<file path="config.mk">
export PLATFORM = sky130hd
export DESIGN_NAME = rtc_value_window
export DESIGN_NICKNAME = d
export VERILOG_FILES = /design/src/design/rtc_pkg.sv /design/src/design/rtc_value_window.sv /design/src/design/field_counter.sv
export SDC_FILE = /design/constraint.sdc
export NUM_CORES = 1
export LEC_CHECK = 0
export CAP_MARGIN = 15
export CORE_MARGIN = 3
export CORE_UTILIZATION = 58
export DETAILED_ROUTE_END_ITERATION = 6
export DONT_BUFFER_PORTS = 1
export PLACE_DENSITY_LB_ADDON = 0.15
export SYNTH_ARGS = -nofsm -noshare
export SYNTH_HDL_FRONTEND = slang
export SYNTH_SLANG_ARGS = --single-unit
</file>
<file path="constraint.sdc">
create_clock -name clk_sys -period 3.4 [get_ports clk_sys]
set_clock_uncertainty 0.15 [all_clocks]
set_input_delay 0.68 -clock clk_sys [delete_from_list [all_inputs] [get_ports clk_sys]]
set_output_delay 0.68 -clock clk_sys [all_outputs]
set_load 0.01 [all_outputs]
</file>
<file path="src/design/rtc_pkg.sv">
// Purpose: Shared constants for the clock/calendar value window block
// Assumes: APB with 32-bit data, byte addresses, 20 MHz system clock
// Notes:   Field counters are binary, one byte each
package rtc_pkg;

    // ----------------------------------------
    // Bus geometry and register offsets
    // ----------------------------------------
    localparam int          ADDR_W       = 8;      // APB address width
    localparam int          DATA_W       = 32;     // APB data width
    localparam logic [7:0]  OFF_CTRL     = 8'h00;  // rtc_config_calibration
    localparam logic [7:0]  OFF_VALH     = 8'h04;  // time_value_high
    localparam logic [7:0]  OFF_VALL     = 8'h08;  // time_value_low
    localparam logic [7:0]  OFF_IRQ_STAT = 8'h0c;  // Sticky event status
    localparam logic [7:0]  OFF_IRQ_MASK = 8'h10;  // Event mask

    // ----------------------------------------
    // Control register fields
    // ----------------------------------------
    localparam int          B_EN         = 15;     // module_enable
    localparam int          B_UNIMP      = 14;     // Reads zero
    localparam int          B_WREN       = 13;     // value_write_enable
    localparam int          B_SYNC       = 12;     // read_sync_status
    localparam int          B_HALF       = 11;     // half_second_status
    localparam int          B_OE         = 10;     // clock_output_enable
    localparam int          B_PTR        = 8;      // value_window_pointer lsb
    localparam logic [1:0]  PTR_RST      = 2'h0;   // Pointer after reset
    localparam logic [1:0]  MASK_RST     = 2'h0;   // All events masked

    // ----------------------------------------
    // Window pointer codes
    // ----------------------------------------
    localparam logic [1:0]  WIN_SEC_MIN   = 2'h0;  // Minutes / seconds
    localparam logic [1:0]  WIN_HOUR_WDAY = 2'h1;  // Weekday / hours
    localparam logic [1:0]  WIN_DAY_MONTH = 2'h2;  // Month / day
    localparam logic [1:0]  WIN_YEAR      = 2'h3;  // Reserved / year

    // ----------------------------------------
    // Interrupt events
    // ----------------------------------------
    localparam int          IRQ_W        = 2;      // Number of events
    localparam int          IRQ_TICK     = 0;      // One second elapsed
    localparam int          IRQ_LOCKED   = 1;      // Value write refused

    // ----------------------------------------
    // Timing
    // ----------------------------------------
    localparam int          CLK_HZ       = 20_000_000;            // System clock rate
    localparam int          SECOND_S     = 1;                     // Timebase period, s
    localparam int          SEC_CYCLES   = CLK_HZ * SECOND_S;     // Cycles per second
    localparam int          SYNC_LEAD_US = 10;                    // Sync flag lead, us
    localparam int          SYNC_LEAD_CYCLES = (SYNC_LEAD_US * CLK_HZ + 999_999) / 1_000_000;
    localparam int          PRESC_W      = 25;                    // Prescaler width

    // ----------------------------------------
    // Time fields: index, range, carry source
    // ----------------------------------------
    localparam int          NFIELD = 7;
    localparam int          F_SEC = 0, F_MIN = 1, F_HOUR = 2, F_WDAY = 3;
    localparam int          F_DAY = 4, F_MONTH = 5, F_YEAR = 6;
    localparam logic [7:0]  FMIN [NFIELD] = '{8'h00, 8'h00, 8'h00, 8'h00, 8'h01, 8'h01, 8'h00};
    localparam logic [7:0]  FMAX [NFIELD] = '{8'h3b, 8'h3b, 8'h17, 8'h06, 8'h1f, 8'h0c, 8'h63};
    localparam int          FSRC [NFIELD] = '{0, 0, 1, 2, 2, 4, 5};

endpackage

</file>
<file path="src/design/rtc_value_window.sv">
// Purpose: Clock/calendar control, status and windowed value access
// Assumes: APB master on clk_sys; ce freezes all state
// Notes:   Value halves are byte-wide words; the pointer walks down on high accesses
`timescale 1ns/10ps
module rtc_value_window #(
    parameter int SEC_CYCLES       = rtc_pkg::SEC_CYCLES,
    parameter int SYNC_LEAD_CYCLES = rtc_pkg::SYNC_LEAD_CYCLES
) (
    input  wire logic                       clk_sys,
    input  wire logic                       reset_n,
    input  wire logic                       ce,
    input  wire logic                       psel,
    input  wire logic                       penable,
    input  wire logic                       pwrite,
    input  wire logic [rtc_pkg::ADDR_W-1:0] paddr,
    input  wire logic [rtc_pkg::DATA_W-1:0] pwdata,
    output logic      [rtc_pkg::DATA_W-1:0] prdata,
    output logic                            pready,
    output logic                            pslverr,
    output logic                            clock_out,
    output logic                            clock_out_oe_n,
    output logic                            irq
);
    import rtc_pkg::*;

    // ----------------------------------------
    // State
    // ----------------------------------------
    typedef struct packed {
        logic               enable;         // module_enable
        logic               wren;           // value_write_enable
        logic               oe;             // clock_output_enable
        logic [1:0]         ptr;            // value_window_pointer
        logic               sync;           // read_sync_status
        logic               half_second_status;        // half_second_status
        logic [PRESC_W-1:0] presc;          // Second timebase count
        logic [IRQ_W-1:0]   irq_status;     // Sticky events
        logic [IRQ_W-1:0]   irq_mask;       // Event mask
        logic               irq;            // Interrupt line
        logic               clock_out;      // Clock output level
        logic               clock_out_oe_n; // Clock output enable, low drives
        logic [DATA_W-1:0]  prdata;         // Read data
        logic               pready;         // Access phase answer
        logic               pslverr;        // Unmapped address
    } rtc_state_t;

    rtc_state_t          st;                 // Registered state
    rtc_state_t          next_st;            // Next state
    logic                setup_c;            // APB setup cycle
    logic                access_c;           // APB completing access
    logic                tick;               // Second rollover
    logic [NFIELD-1:0]   field_load;         // Field load strobes
    logic [NFIELD-1:0]   carry_in;           // Field carry inputs
    logic [NFIELD-1:0]   carry_out;          // Field carry outputs
    logic [7:0]          fv [NFIELD];        // Field values
    logic [7:0]          load_value;         // Byte to load
    logic [7:0]          hi_byte;            // Upper window byte
    logic [7:0]          lo_byte;            // Lower window byte
    logic [2:0]          hi_idx;             // Upper field index
    logic [2:0]          lo_idx;             // Lower field index
    logic                hi_valid;           // Upper field exists
    logic [DATA_W-1:0]   rd;                 // Read mux
    logic [IRQ_W-1:0]    irq_set;            // Events this cycle
    logic [IRQ_W-1:0]    irq_clr;            // Write-one clears

    // Setup opens a transfer; a completing access needs the registered answer
    assign setup_c  = psel && !penable;
    assign access_c = psel && penable && st.pready;

    // ----------------------------------------
    // Time fields
    // ----------------------------------------
    // Each field carries from its source field; seconds from the timebase
    genvar gi;
    generate
        for (gi = 0; gi < NFIELD; gi++) begin : g_field
            if (gi == F_SEC) begin : g_src
                assign carry_in[gi] = tick;
            end else begin : g_src
                assign carry_in[gi] = carry_out[FSRC[gi]];
            end
            field_counter #(
                .MIN_VAL (FMIN[gi]),
                .MAX_VAL (FMAX[gi])
            ) u_field (
                .clk_sys    (clk_sys),
                .reset_n    (reset_n),
                .ce         (ce),
                .carry_in   (carry_in[gi]),
                .load       (field_load[gi]),
                .load_value (load_value),
                .value      (fv[gi]),
                .carry_out  (carry_out[gi])
            );
        end
    endgenerate

    // ----------------------------------------
    // Next state
    // ----------------------------------------
    always_comb begin
        next_st    = st;
        tick       = 1'b0;
        field_load = '0;
        load_value = 8'h00;
        rd         = '0;
        irq_set    = '0;
        irq_clr    = '0;
        // Window selection by pointer
        case (st.ptr)
            WIN_SEC_MIN: begin
                hi_idx = 3'(F_MIN);
                lo_idx = 3'(F_SEC);
            end
            WIN_HOUR_WDAY: begin
                hi_idx = 3'(F_WDAY);
                lo_idx = 3'(F_HOUR);
            end
            WIN_DAY_MONTH: begin
                hi_idx = 3'(F_MONTH);
                lo_idx = 3'(F_DAY);
            end
            default: begin
                hi_idx = 3'(F_YEAR);
                lo_idx = 3'(F_YEAR);
            end
        endcase
        hi_valid = (st.ptr != WIN_YEAR);
        // Reserved upper slot reads zero
        hi_byte  = hi_valid ? fv[hi_idx] : 8'h00;
        lo_byte  = fv[lo_idx];
        if (ce) begin
            // Timebase runs only while enabled
            if (st.enable) begin
                if (st.presc == PRESC_W'(SEC_CYCLES - 1)) begin
                    tick          = 1'b1;
                    next_st.presc = '0;
                end else begin
                    next_st.presc = st.presc + 1'b1;
                end
            end
            // Setup: latch read data so it is stable in access phase
            if (setup_c) begin
                next_st.pready  = 1'b1;
                next_st.pslverr = 1'b0;
                if (paddr == OFF_CTRL) begin
                    rd[B_EN]            = st.enable;
                    rd[B_UNIMP]         = 1'b0;
                    rd[B_WREN]          = st.wren;
                    rd[B_SYNC]          = st.sync;
                    rd[B_HALF]          = st.half_second_status;
                    rd[B_OE]            = st.oe;
                    rd[B_PTR+1:B_PTR]   = st.ptr;
                end else if (paddr == OFF_VALH) begin
                    rd[7:0] = hi_byte;
                end else if (paddr == OFF_VALL) begin
                    rd[7:0] = lo_byte;
                end else if (paddr == OFF_IRQ_STAT) begin
                    rd[IRQ_W-1:0] = st.irq_status;
                end else if (paddr == OFF_IRQ_MASK) begin
                    rd[IRQ_W-1:0] = st.irq_mask;
                end else begin
                    next_st.pslverr = 1'b1;
                end
                // Writes return zero read data
                next_st.prdata = pwrite ? '0 : rd;
            end else begin
                next_st.pready  = 1'b0;
                next_st.pslverr = 1'b0;
            end
            // Access: writes and side effects take place here
            if (access_c) begin
                if (pwrite) begin
                    if (paddr == OFF_CTRL) begin
                        next_st.enable = pwdata[B_EN];
                        next_st.wren   = pwdata[B_WREN];
                        next_st.oe     = pwdata[B_OE];
                        next_st.ptr    = pwdata[B_PTR+1:B_PTR];
                    end else if (paddr == OFF_VALH || paddr == OFF_VALL) begin
                        load_value = pwdata[7:0];
                        if (!st.wren) begin
                            // Locked: value untouched, event flagged
                            irq_set[IRQ_LOCKED] = 1'b1;
                        end else if (paddr == OFF_VALL) begin
                            field_load[lo_idx] = 1'b1;
                        end else if (hi_valid) begin
                            field_load[hi_idx] = 1'b1;
                        end
                    end else if (paddr == OFF_IRQ_STAT) begin
                        irq_clr = pwdata[IRQ_W-1:0];
                    end else if (paddr == OFF_IRQ_MASK) begin
                        next_st.irq_mask = pwdata[IRQ_W-1:0];
                    end
                end
                // Only high value accesses walk the pointer down
                if (paddr == OFF_VALH && st.ptr != 2'h0) begin
                    next_st.ptr = st.ptr - 2'h1;
                end
            end
            irq_set[IRQ_TICK] = tick;
            // A new event wins over a same-cycle clear
            next_st.irq_status = (st.irq_status & ~irq_clr) | irq_set;
            next_st.irq        = |(next_st.irq_status & next_st.irq_mask);
            // Status flags follow the timebase position
            next_st.half_second_status = (next_st.presc >= PRESC_W'(SEC_CYCLES / 2));
            next_st.sync    = next_st.enable &&
                              (next_st.presc >= PRESC_W'(SEC_CYCLES - SYNC_LEAD_CYCLES));
            // Pin shows the half-second wave only when enabled
            next_st.clock_out      = next_st.oe && next_st.enable && next_st.half_second_status;
            next_st.clock_out_oe_n = !next_st.oe;
        end
    end

    // ----------------------------------------
    // State register
    // ----------------------------------------
    always_ff @(posedge clk_sys or negedge reset_n) begin
        if (!reset_n) begin
            st                <= '0;
            st.ptr            <= PTR_RST;
            st.irq_mask       <= MASK_RST;
            st.clock_out_oe_n <= 1'b1;
        end else begin
            st <= next_st;
        end
    end

    // Outputs come straight from the state register
    assign prdata         = st.prdata;
    assign pready         = st.pready;
    assign pslverr        = st.pslverr;
    assign clock_out      = st.clock_out;
    assign clock_out_oe_n = st.clock_out_oe_n;
    assign irq            = st.irq;

    // Helpers for the checks below
    logic wr_vall; // Completing write to low value
    logic acc_valh; // Completing high value access
    assign wr_vall  = ce && access_c && pwrite && paddr == OFF_VALL;
    assign acc_valh = ce && access_c && paddr == OFF_VALH;
endmodule // rtc_value_window

</file>
<file path="src/design/field_counter.sv">
// Purpose: One wrapping time field with load
// Assumes: Load has priority over counting
// Notes:   Wraps from the top value to the bottom value
`timescale 1ns/10ps
module field_counter #(
    parameter logic [7:0] MIN_VAL = 8'h00,
    parameter logic [7:0] MAX_VAL = 8'h3b
) (
    input  wire logic       clk_sys,
    input  wire logic       reset_n,
    input  wire logic       ce,
    input  wire logic       carry_in,
    input  wire logic       load,
    input  wire logic [7:0] load_value,
    output logic      [7:0] value,
    output logic            carry_out
);

    typedef struct packed {
        logic [7:0] value;  // Field count
    } field_state_t;

    field_state_t st;       // Registered state
    field_state_t next_st;  // Next state

    // Carry leaves when the field wraps
    assign carry_out = carry_in && (st.value >= MAX_VAL);
    assign value     = st.value;

    // Next field value
    always_comb begin
        next_st = st;
        if (ce) begin
            if (load) begin
                next_st.value = load_value;
            end else if (carry_out) begin
                next_st.value = MIN_VAL;
            end else if (carry_in) begin
                next_st.value = st.value + 8'h01;
            end
        end
    end

    // State register
    always_ff @(posedge clk_sys or negedge reset_n) begin
        if (!reset_n) begin
            st <= '{value: MIN_VAL};
        end else begin
            st <= next_st;
        end
    end

endmodule // field_counter

</file>
; Yosys cells after proc, flatten, opt, wreduce, memory -nomap -nowiden
; Cells that the tools add are included.
[op_classes]
addsub = 9
order_cmp = 15
n_eq_ne = 13
mux = 91
bitwise_logic = 6
reduce_logical = 40
[ops]
columns = cell, n
row1 = two-way mux 8 bit, 33
row2 = two-way mux 25 bit, 3
row3 = adder 8 x 1 -> 8 bit (second input constant), 7
row4 = two-way mux 7 bit, 8
row5 = binary-select mux 8 bit (select 3 bit), 2
row6 = two-way mux 2 bit, 18
row7 = adder 25 x 1 -> 25 bit (second input constant), 1
row8 = equality test 25 bit (second input constant), 1
row9 = >= comparator 25 x 24 -> 1 bit (second input constant), 1
row10 = >= comparator 25 bit (second input constant), 1
row11 = nonzero test 3 bit, 7
row12 = two-way mux 5 bit, 4
row13 = case mux 3 bit (3 select lines), 2
row14 = two-way mux 1 bit, 17
row15 = equality test 8 x 4 -> 1 bit (second input constant), 2
row16 = >= comparator 8 x 5 -> 1 bit (second input constant), 2
row17 = >= comparator 8 x 6 -> 1 bit (second input constant), 2
row18 = logical AND 1 bit, 16
row19 = two-way mux 16 bit, 1
row20 = AND reduction 2 bit, 8
row21 = equality test 8 x 3 -> 1 bit (second input constant), 1
row22 = equality test 8 x 5 -> 1 bit (second input constant), 1
row23 = >= comparator 4 bit (second input constant), 2
row24 = >= comparator 8 x 3 -> 1 bit (second input constant), 1
row25 = 23 further kinds, 33
[totals]
regBits = 129
output_inout_bits = 37
elab_cells = 196

; Longest topological paths before layout
; Gate-level depths: netlist (run 1).
[logic_depth]
ltp_word = 16
depth_mapped = 11
ltp_nobuf = 9

; Hierarchy
; From an unflattened synthesis (run 1), not the netlist that was laid out.
[unflattened]
hier_cells = 898
area_unflattened_um2 = 7790.0
[by_module_without_submodules]
columns = module, instances, cells_each, area_per_inst_um2, seq_area_each_um2
row1 = rtc_value_window, 1, 537, 4441.8, 1402.6
row2 = field_counter at g_field[0].u_field ..., 2, 53, 470.5, 200.2
row3 = field_counter at g_field[6].u_field, 1, 56, 511.7, 200.2
row4 = field_counter at g_field[4].u_field, 1, 54, 498.0, 201.4
row5 = field_counter at g_field[2].u_field, 1, 54, 495.5, 200.2
row6 = field_counter at g_field[5].u_field, 1, 43, 459.2, 201.4
row7 = field_counter at g_field[3].u_field, 1, 48, 442.9, 200.2

; Worst setup path after synthesis (run 1)
; Ideal clock, no wire load.
[synth_path]
kind = in2reg
from = in paddr[7] in the netlist's numbering
to = reg g_field[6].u_field.st (netlist bit g_field[6].u_field.value[5])
setup_ns = 0.083
arrival_time_ns = 2.942
slack_ns = 0.225
stages = 11
n_path_buf = 4
cell_sequence = or4_1 or2_2 clkbuf_1 or3_1 clkbuf_1 nand2_1 and4_1 clkbuf_1 buf_2 nand3_1 o21ai_0
[synth_between]
elab_chain_cells = 10
elab_cells_between_ends = 18
cone_classes = 2 x eq/ne / 12 x mux / 4 x reduce/logical
[synth_lines]
columns = item, line_no
row1 = start: declaration, rtc_value_window.sv:15  ; input wire logic [rtc_pkg::ADDR_W-1:0] paddr,
row2 = equality test 8 x 4 -> 1 bit, -
row3 = two-way mux 7 bit, rtc_value_window.sv:184  ; end else if (paddr == OFF_VALL) begin
row4 = two-way mux 7 bit, rtc_value_window.sv:181  ; if (!st.wren) begin
row5 = two-way mux 7 bit, rtc_value_window.sv:179  ; end else if (paddr == OFF_VALH || paddr == OFF_VALL) begin
row6 = two-way mux 7 bit, rtc_value_window.sv:174  ; if (paddr == OFF_CTRL) begin
row7 = two-way mux 7 bit, rtc_value_window.sv:173  ; if (pwrite) begin
row8 = two-way mux 7 bit, rtc_value_window.sv:172  ; if (access_c) begin
row9 = two-way mux 7 bit, rtc_value_window.sv:132  ; if (ce) begin
row10 = nonzero test 3 bit (no source line), -
row11 = AND reduction 2 bit (no source line), -
row12 = end signal: assignment, field_counter.sv:47  ; st <= '{value: MIN_VAL};
row13 = end signal: assignment, field_counter.sv:49  ; st <= next_st;
row14 = end: declaration, field_counter.sv:23  ; field_state_t st;
; Several ways; a longest one is shown, not always the timed one.
; A chain may end at the register's enable or synchronous reset.

; Final worst setup path (run 1)
[layout_path]
from = reg st[41] in the netlist's numbering
to = reg g_field[6].u_field.st (netlist bit g_field[6].u_field.value[3])
[layout_between]
elab_chain_cells = 13
elab_cells_between_ends = 15
cone_classes = 1 x eq/ne / 6 x mux / 8 x reduce/logical
[layout_lines]
columns = item, line_no
row1 = start: declaration, rtc_value_window.sv:47  ; rtc_state_t st;
row2 = start signal: assignment, rtc_value_window.sv:224  ; st <= next_st;
row3 = equality test 25 bit (*), rtc_value_window.sv:135  ; if (st.presc == PRESC_W'(SEC_CYCLES - 1)) begin
row4 = two-way mux 1 bit (*), rtc_value_window.sv:135
row5 = two-way mux 1 bit (*), rtc_value_window.sv:134  ; if (st.enable) begin
row6 = two-way mux 1 bit (*) (2 in series), rtc_value_window.sv:132
row7 = logical AND 1 bit (*) (5 in series), field_counter.sv:27  ; assign carry_out = carry_in && (st.value >= MAX_VAL);
row8 = logical AND 1 bit, field_counter.sv:27
row9 = nonzero test 3 bit (no source line) / two-way mux 8 bit (equally long branches), -
row10 = AND reduction 2 bit (no source line) / two-way mux 8 bit (equally long branches), -
; Mark *: on every way between the ends. The rest lies on a longest branch, timed or not. The select of a mux whose other input is x is not followed.

==> impl_metrics.env, run 1 <==
export IMPL_seq_power_share_pct=53.9
export IMPL_grt_use_total_pct=28.27
export IMPL_tritoncts="done"
export IMPL_finalCritPeriodShare_pct=93.02
export IMPL_post_drt_wl_per_cell_um=19.92
export IMPL_synth_edff_count=0
export IMPL_root_buffer="clkbuf_16"
export IMPL_postCtsSetupBuffers=0
export IMPL_dpl_cell_count=998
export IMPL_antenna_found_initial=0
export IMPL_syn_area_mm2=0.007452
export IMPL_hold_class="input pin to async pin"
export IMPL_synth_common_cells="dfrtp_1 (109), o21ai_0 (77), nand2_1 (75)"
export IMPL_synthCells=867
export IMPL_critPathMaxFanout=14
export IMPL_hpwl_um=14560
export IMPL_path_class="flop to flop"
export IMPL_antenna_cells=0
export IMPL_area_growth_syn_to_layout_pct=5.121
export IMPL_start_util_pct=60.78
export IMPL_avgViaCountPerCell=6.642
export IMPL_synth_most_common_cell="dfrtp_1"
export IMPL_clkTransAtPathRegs_ns=0.08
export IMPL_die_y_um=119.4
export IMPL_fmax_ghz=0.3162
export IMPL_grt_pass1_wl_um=32130
export IMPL_end_kind="flop"
export IMPL_routed_wl_um=20240
export IMPL_async_flop_share_pct=100.0
export IMPL_critPathArrivalTime_ns=3.24
export IMPL_power_density_mw_per_mm2=323.5
export IMPL_synth_seq_cells=112
export IMPL_synth_ff_type="dfrtp_1"
export IMPL_yosysSeqAreaShare_pct=37.66
export IMPL_drc=0
export IMPL_fin_setup_tns_ns=0
export IMPL_placementRows=40
export IMPL_clock_latency_ns=0.36
export IMPL_drt_iter0_markers=865
export IMPL_netSwitchingPower_uw=627.3
export IMPL_report_final_slew_viol_count=0
export IMPL_die_area_mm2=0.01424
export IMPL_drv_cap=0
export IMPL_pwr_share_clk_pct=41.9
export IMPL_htree_levels=3
export IMPL_ys_warn_count=0
export IMPL_synth_top_area_share_pct=36.60
export IMPL_io_pins=83
export IMPL_relSlewSlack_pct=55.50
export IMPL_worst_slew_pin_slew_ns=0.6613
export IMPL_postRouteAntennaNets=0
export IMPL_fin_crit_ns=3.163
export IMPL_nets=907
export IMPL_die_w_um=119.4
export IMPL_ir_worst_vdd_v=0.0002174
export IMPL_ys_types=71
export IMPL_worstSetupStartpointType="flop"
export IMPL_grt_max_degree=110
export IMPL_grt_pass1_vias=6073
export IMPL_power_leakage_uw=0.003222
export IMPL_cts_buffer_depth=2
export IMPL_dr_pass1_iters=5
export IMPL_yosys_top_cells_area="dfrtp_1 (37%), o21ai_0 (5.2%), nand3_1 (3.8%)"
export IMPL_r2r_slack_ns=0.24
export IMPL_grt_overflow=0
export IMPL_combPwrFrac_pct=4.2
export IMPL_swShare_pct=24.75
export IMPL_cellInternalPower_uw=1907
export IMPL_rsz0062_at_grt="false"
export IMPL_port_buffer_count=0
export IMPL_finalHoldViolCount=0
export IMPL_cts_buffers=9
export IMPL_place_gp_congestion=0.9605
export IMPL_timing_hold_ws_ns=0.09828
export IMPL_layout_drive_gt1_share_pct=9.670
export IMPL_fillCellCount=1047
export IMPL_syn_avg_cell_area_um2=8.595
export IMPL_crit_required_ns=3.48
export IMPL_finalNonFillerCells=1016
export IMPL_synth_top_area_cell="dfrtp_1"
export IMPL_cts_sinks=112
export IMPL_num_vias=6748
export IMPL_core_area_mm2=0.01226
export IMPL_setup_viol_count_final=0
export IMPL_status="complete, no violations"
[final timing paths]
kind | startpoint | endpoint | cells after the start
max | st[41] | g_field[6].u_field.value[3] | 8
min | reset_n | st[46] | 1
max reg2reg | st[41] | g_field[6].u_field.value[3] | 8
min reg2reg | st[66] | prdata[11] | 1
max in group asynchronous | reset_n | clock_out_oe_n | 1
min in group clk_sys | ce | st[38] | 1
[placed cells by master (no fill, tap or decap), types with 4 or more instances in the layout]
master     Yosys  routed
o31ai_1       12      12
conb_1         1      17
nand4_1       16      16
o211ai_1       4       4
nand2_1       75      75
a22o_1        14      14
nor4_1        12      12
xnor2_1       17      17
mux2_2        14      14
xor2_1         9       9
and4_1         6       6
o21ai_0       77      77
nor4b_1        4       4
a21oi_1       48      48
a311oi_1       4       4
and2_1        11      11
inv_1         19      19
buf_4         32      36
or2_2          4       4
o2bb2ai_1      4       4
o21ai_1        4       4
nor2_1        55      55
clkbuf_16      0       9
a31oi_1       16      16
nand3b_1       6       6
a211oi_1       5       5
and3_1         9       9
nand3_1       57      57
nor3_1        28      28
mux2i_1       27      27
ha_1          18      18
nand2b_1       6       6
o22ai_1       15      15
dfrtp_1      109     109
or4_1         10      10
[cell families after synthesis]
group / after synthesis / share of synthesized area [%]
fa+ha+maj: 18 / 3.022
flops: 112 / 37.66
buf+inv: 109 / 7.538
other cells: 1 / 0.05032
simple gates: 321 / 22.70
xor+xnor: 26 / 3.056
compound gates: 239 / 20.23
mux: 41 / 5.742
[worst max-delay path: stages (launching register included)]
cell	delay [ns]
dfrtp_1	0.42
ha_1	0.29
nand4_1	0.17
or3_1	0.50
nand2b_1	0.27
or4_4	0.66
o21bai_1	0.20
a211oi_1	0.29
a21oi_1	0.07
[final cells by class]
cell class | instances | area, um^2 | share of cell area [%]
clock buffer | 10 | 239.0 | 3.051
clock inverter | 6 | 51.30 | 0.6548
inverter | 20 | 75.07 | 0.9583
multi-input combinational | 662 | 4144 | 52.90
sequential | 112 | 2806 | 35.82
tap | 168 | 210.2 | 2.683
timing repair buffer | 38 | 307.8 | 3.929
[registers in the layout, summed over array words and instances (netlist names)]
register,flops
st,36
g_field.u_field.value,56
irq,1
pslverr,1
clock_out,1
pready,1
prdata,15
clock_out_oe_n,1
[metal layers]
layer | GRT usage (%) | wire [um]
met3 | 6.600 | 2111
met2 | 41.12 | 8532
met1 | 41.10 | 9003
met5 | 0 | 0
met4 | 10.45 | 588
[power by group through the flow]
stage / clock network [uW] / logic (uW) / registers (uW)
3_3_place_gp: 0 / 70.6 / 1390
6_report: 1060 / 106 / 1370
3_5_place_dp: 0 / 73.0 / 1390
4_1_cts: 1070 / 106 / 1370
5_1_grt: 1130 / 119 / 1370
2_1_floorplan: 0 / 89.1 / 1380
[per-stage QoR]
step	setup WS [ns]	util (%)	cell area [um^2]	total power, uW
after global placement	0.2312	61.21	7506	1464
after CTS	0.2869	63.89	7834	2544
after detailed placement	0.1770	61.21	7506	1467
after floorplan	0.2255	-	7512	1473
final	0.2374	63.89	7834	2535
after global routing	0.05296	63.89	7834	2620
[what timing repair did]
item,in CTS,in global routing
endpoints found under the hold margin,109,0
gates resized for setup,0,0
hold buffers,2,0
No activity file was read; power rests on OpenSTA's default activity.
==> run 2, diff against run 1 <==
--- a/config.mk
+++ b/config.mk
@@ -7,7 +7,7 @@
 export LEC_CHECK = 0
 export CAP_MARGIN = 15
 export CORE_MARGIN = 3
-export CORE_UTILIZATION = 58
+export CORE_UTILIZATION = 30
 export DETAILED_ROUTE_END_ITERATION = 6
 export DONT_BUFFER_PORTS = 1
 export PLACE_DENSITY_LB_ADDON = 0.15
==> run 2 against run 1 <==
Non-clock buffer count grew 10. Combinational power barely moved. Sequential power hardly changed. Setup slack gained 0.097 ns. Critical path depth is the same. Total power shrank 1.6%. Cell area up 3.3%.
==> impl_metrics.env, run 2 (synthesis results as in run 1) <==
export IMPL_status="complete, no violations"
export IMPL_grt_use_met3_pct=2.536
export IMPL_path_buf_inv=0
export IMPL_hpwl_um=17360
export IMPL_relSlewSlack_pct=34.85
export IMPL_fin_setup_tns_ns=0
export IMPL_crit_start="st[41]"
export IMPL_clock_latency_ns=0.36
export IMPL_tritoncts="done"
export IMPL_power_density_mw_per_mm2=308.4
export IMPL_grt_most_used_layer="met2"
export IMPL_grt_pass1_vias=6125
export IMPL_grt_pass1_wl_um=37230
export IMPL_seq_area_mm2=0.002806
export IMPL_core_area_mm2=0.02439
export IMPL_crit_required_ns=3.47
export IMPL_fillCellCount=2578
export IMPL_power_leakage_uw=0.003266
export IMPL_swShare_pct=24.67
export IMPL_nets=917
export IMPL_pwr_share_clk_pct=40.9
export IMPL_placementRows=57
export IMPL_critPathSlowestCell="or4_4"
export IMPL_critPathArrivalTime_ns=3.14
export IMPL_cts_sinks=112
export IMPL_setup_viol_count_final=0
export IMPL_final_common_cell="dfrtp_1"
export IMPL_drc=0
export IMPL_postCtsSetupBuffers=0
export IMPL_layout_common_cells="dfrtp_1 (109), o21ai_0 (77), nand2_1 (75)"
export IMPL_critPathMaxFanout=14
export IMPL_critical_path_max_stage_delay_ns=0.67
export IMPL_worst_slew_pin_slew_ns=0.9526
export IMPL_clkTransAtPathRegs_ns=0.08
export IMPL_multi_input_area_mm2=0.004144
export IMPL_ir_worst_vdd_v=0.0002174
export IMPL_crit_family="simple AND/OR/NAND/NOR gates"
export IMPL_fmax_ghz=0.3262
export IMPL_fin_crit_ns=3.066
export IMPL_finalHoldViolCount=0
export IMPL_rsz0062_at_grt="false"
export IMPL_routed_wl_um=23590
export IMPL_die_w_um=163.6
export IMPL_layout_drive_gt1_share_pct=10.39
export IMPL_hold_class="input pin to async pin"
export IMPL_die_area_mm2=0.02677
export IMPL_combPwrFrac_pct=4.3
export IMPL_seq_power_share_pct=54.9
export IMPL_end_kind="flop"
export IMPL_met1_usage_pct=24.78
export IMPL_dr_pass1_iters=4
export IMPL_die_y_um=163.6
export IMPL_path_class="flop to flop"
export IMPL_cts_buffer_depth=2
export IMPL_num_vias=6380
export IMPL_drt_iter0_markers=579
export IMPL_area_growth_syn_to_layout_pct=8.563
export IMPL_io_pins=83
export IMPL_rr_startpoint="st[41]"
export IMPL_antenna_found_initial=0
export IMPL_cellInternalPower_uw=1879
export IMPL_report_final_slew_viol_count=0
export IMPL_cts_resized=0
export IMPL_postLayoutCellArea_mm2=0.008090
export IMPL_grt_use_total_pct=17.91
export IMPL_worstSetupStartpointType="flop"
export IMPL_grt_max_degree=110
export IMPL_netSwitchingPower_uw=615.4
export IMPL_root_buffer="clkbuf_16"
export IMPL_path_cells="ha_1, nand4_1, or3_1, nand2b_1, or4_4, a21o_1, a211oi_1, a21oi_1"
export IMPL_port_buffer_count=0
export IMPL_postRouteAntennaNets=0
export IMPL_largest_reg_flops=56
export IMPL_avgViaCountPerCell=5.402
export IMPL_r2r_slack_ns=0.33
export IMPL_finalCritPeriodShare_pct=90.17
export IMPL_drv_cap=0
export IMPL_use_met2_pct=29.13
export IMPL_post_drt_wl_per_cell_um=19.97
export IMPL_start_util_pct=30.55
export IMPL_grt_overflow=0
export IMPL_htree_levels=3
export IMPL_placed_area_mm2=0.007789
export IMPL_place_gp_congestion=0.8388
export IMPL_antenna_cells=0
export IMPL_cts_buffers=9
-- run 2: changes by cell type in the layout (fill, tap and decap cells not counted) --
cell        delta
clkbuf_8       -1
clkinv_4       -1
inv_6          -1
clkbuf_1       +2
buf_12         +1
buf_4          +9
clkinvlp_4     -1
clkinv_2       +1
-- run 2: timing repair --
action | CTS | global route
hold buffers | 2 | 0
endpoints found under the hold margin | 109 | 0
setup endpoints to repair | 0 | 0
-- run 2: final timing paths --
check	cells after the start	to
max	8	g_field[6].u_field.value[2]
min	1	prdata[8]
max reg2reg	8	g_field[6].u_field.value[2]
min reg2reg	1	st[47]
max in group asynchronous	1	clock_out_oe_n
min in group clk_sys	1	st[59]
-- run 2: stage by stage --
step	power, uW	utilization, %	hold slack, ns	std cells	worst slack (ns)
finish	2495	33.17	0.1221	1181	0.3341
global route	2598	33.17	0.1509	1181	0.1228
CTS	2540	33.17	0.1554	1181	0.3420
floorplan	1473	-	0.2344	883	0.2255
global placement	1470	31.93	0.2388	1164	0.2529
detailed placement	1470	31.93	0.2391	1164	0.2522
-- run 2: final cells by class --
type / instances / area share (%)
Multi-Input combinational cell: 662 / 51.22
Sequential cell: 112 / 34.69
Tap cell: 324 / 5.011
Timing Repair Buffer: 48 / 4.887
Clock buffer: 11 / 2.877
Inverter: 20 / 0.9279
Clock inverter: 4 / 0.3866
-- run 2: power by group through the flow --
stage          Clock [uW]  Sequential (uW)  Combinational [uW]
3_3_place_gp            0             1400                74.9
5_1_grt              1100             1370                 122
6_report             1020             1370                 107
4_1_cts              1060             1370                 110
2_1_floorplan           0             1380                89.1
3_5_place_dp            0             1400                74.1
-- run 2: layer usage --
layer | wire [um] | share of wire, %
met5 | 0 | 0
met4 | 541 | 2.3
met3 | 839 | 3.6
met2 | 11030 | 47
met1 | 11180 | 47
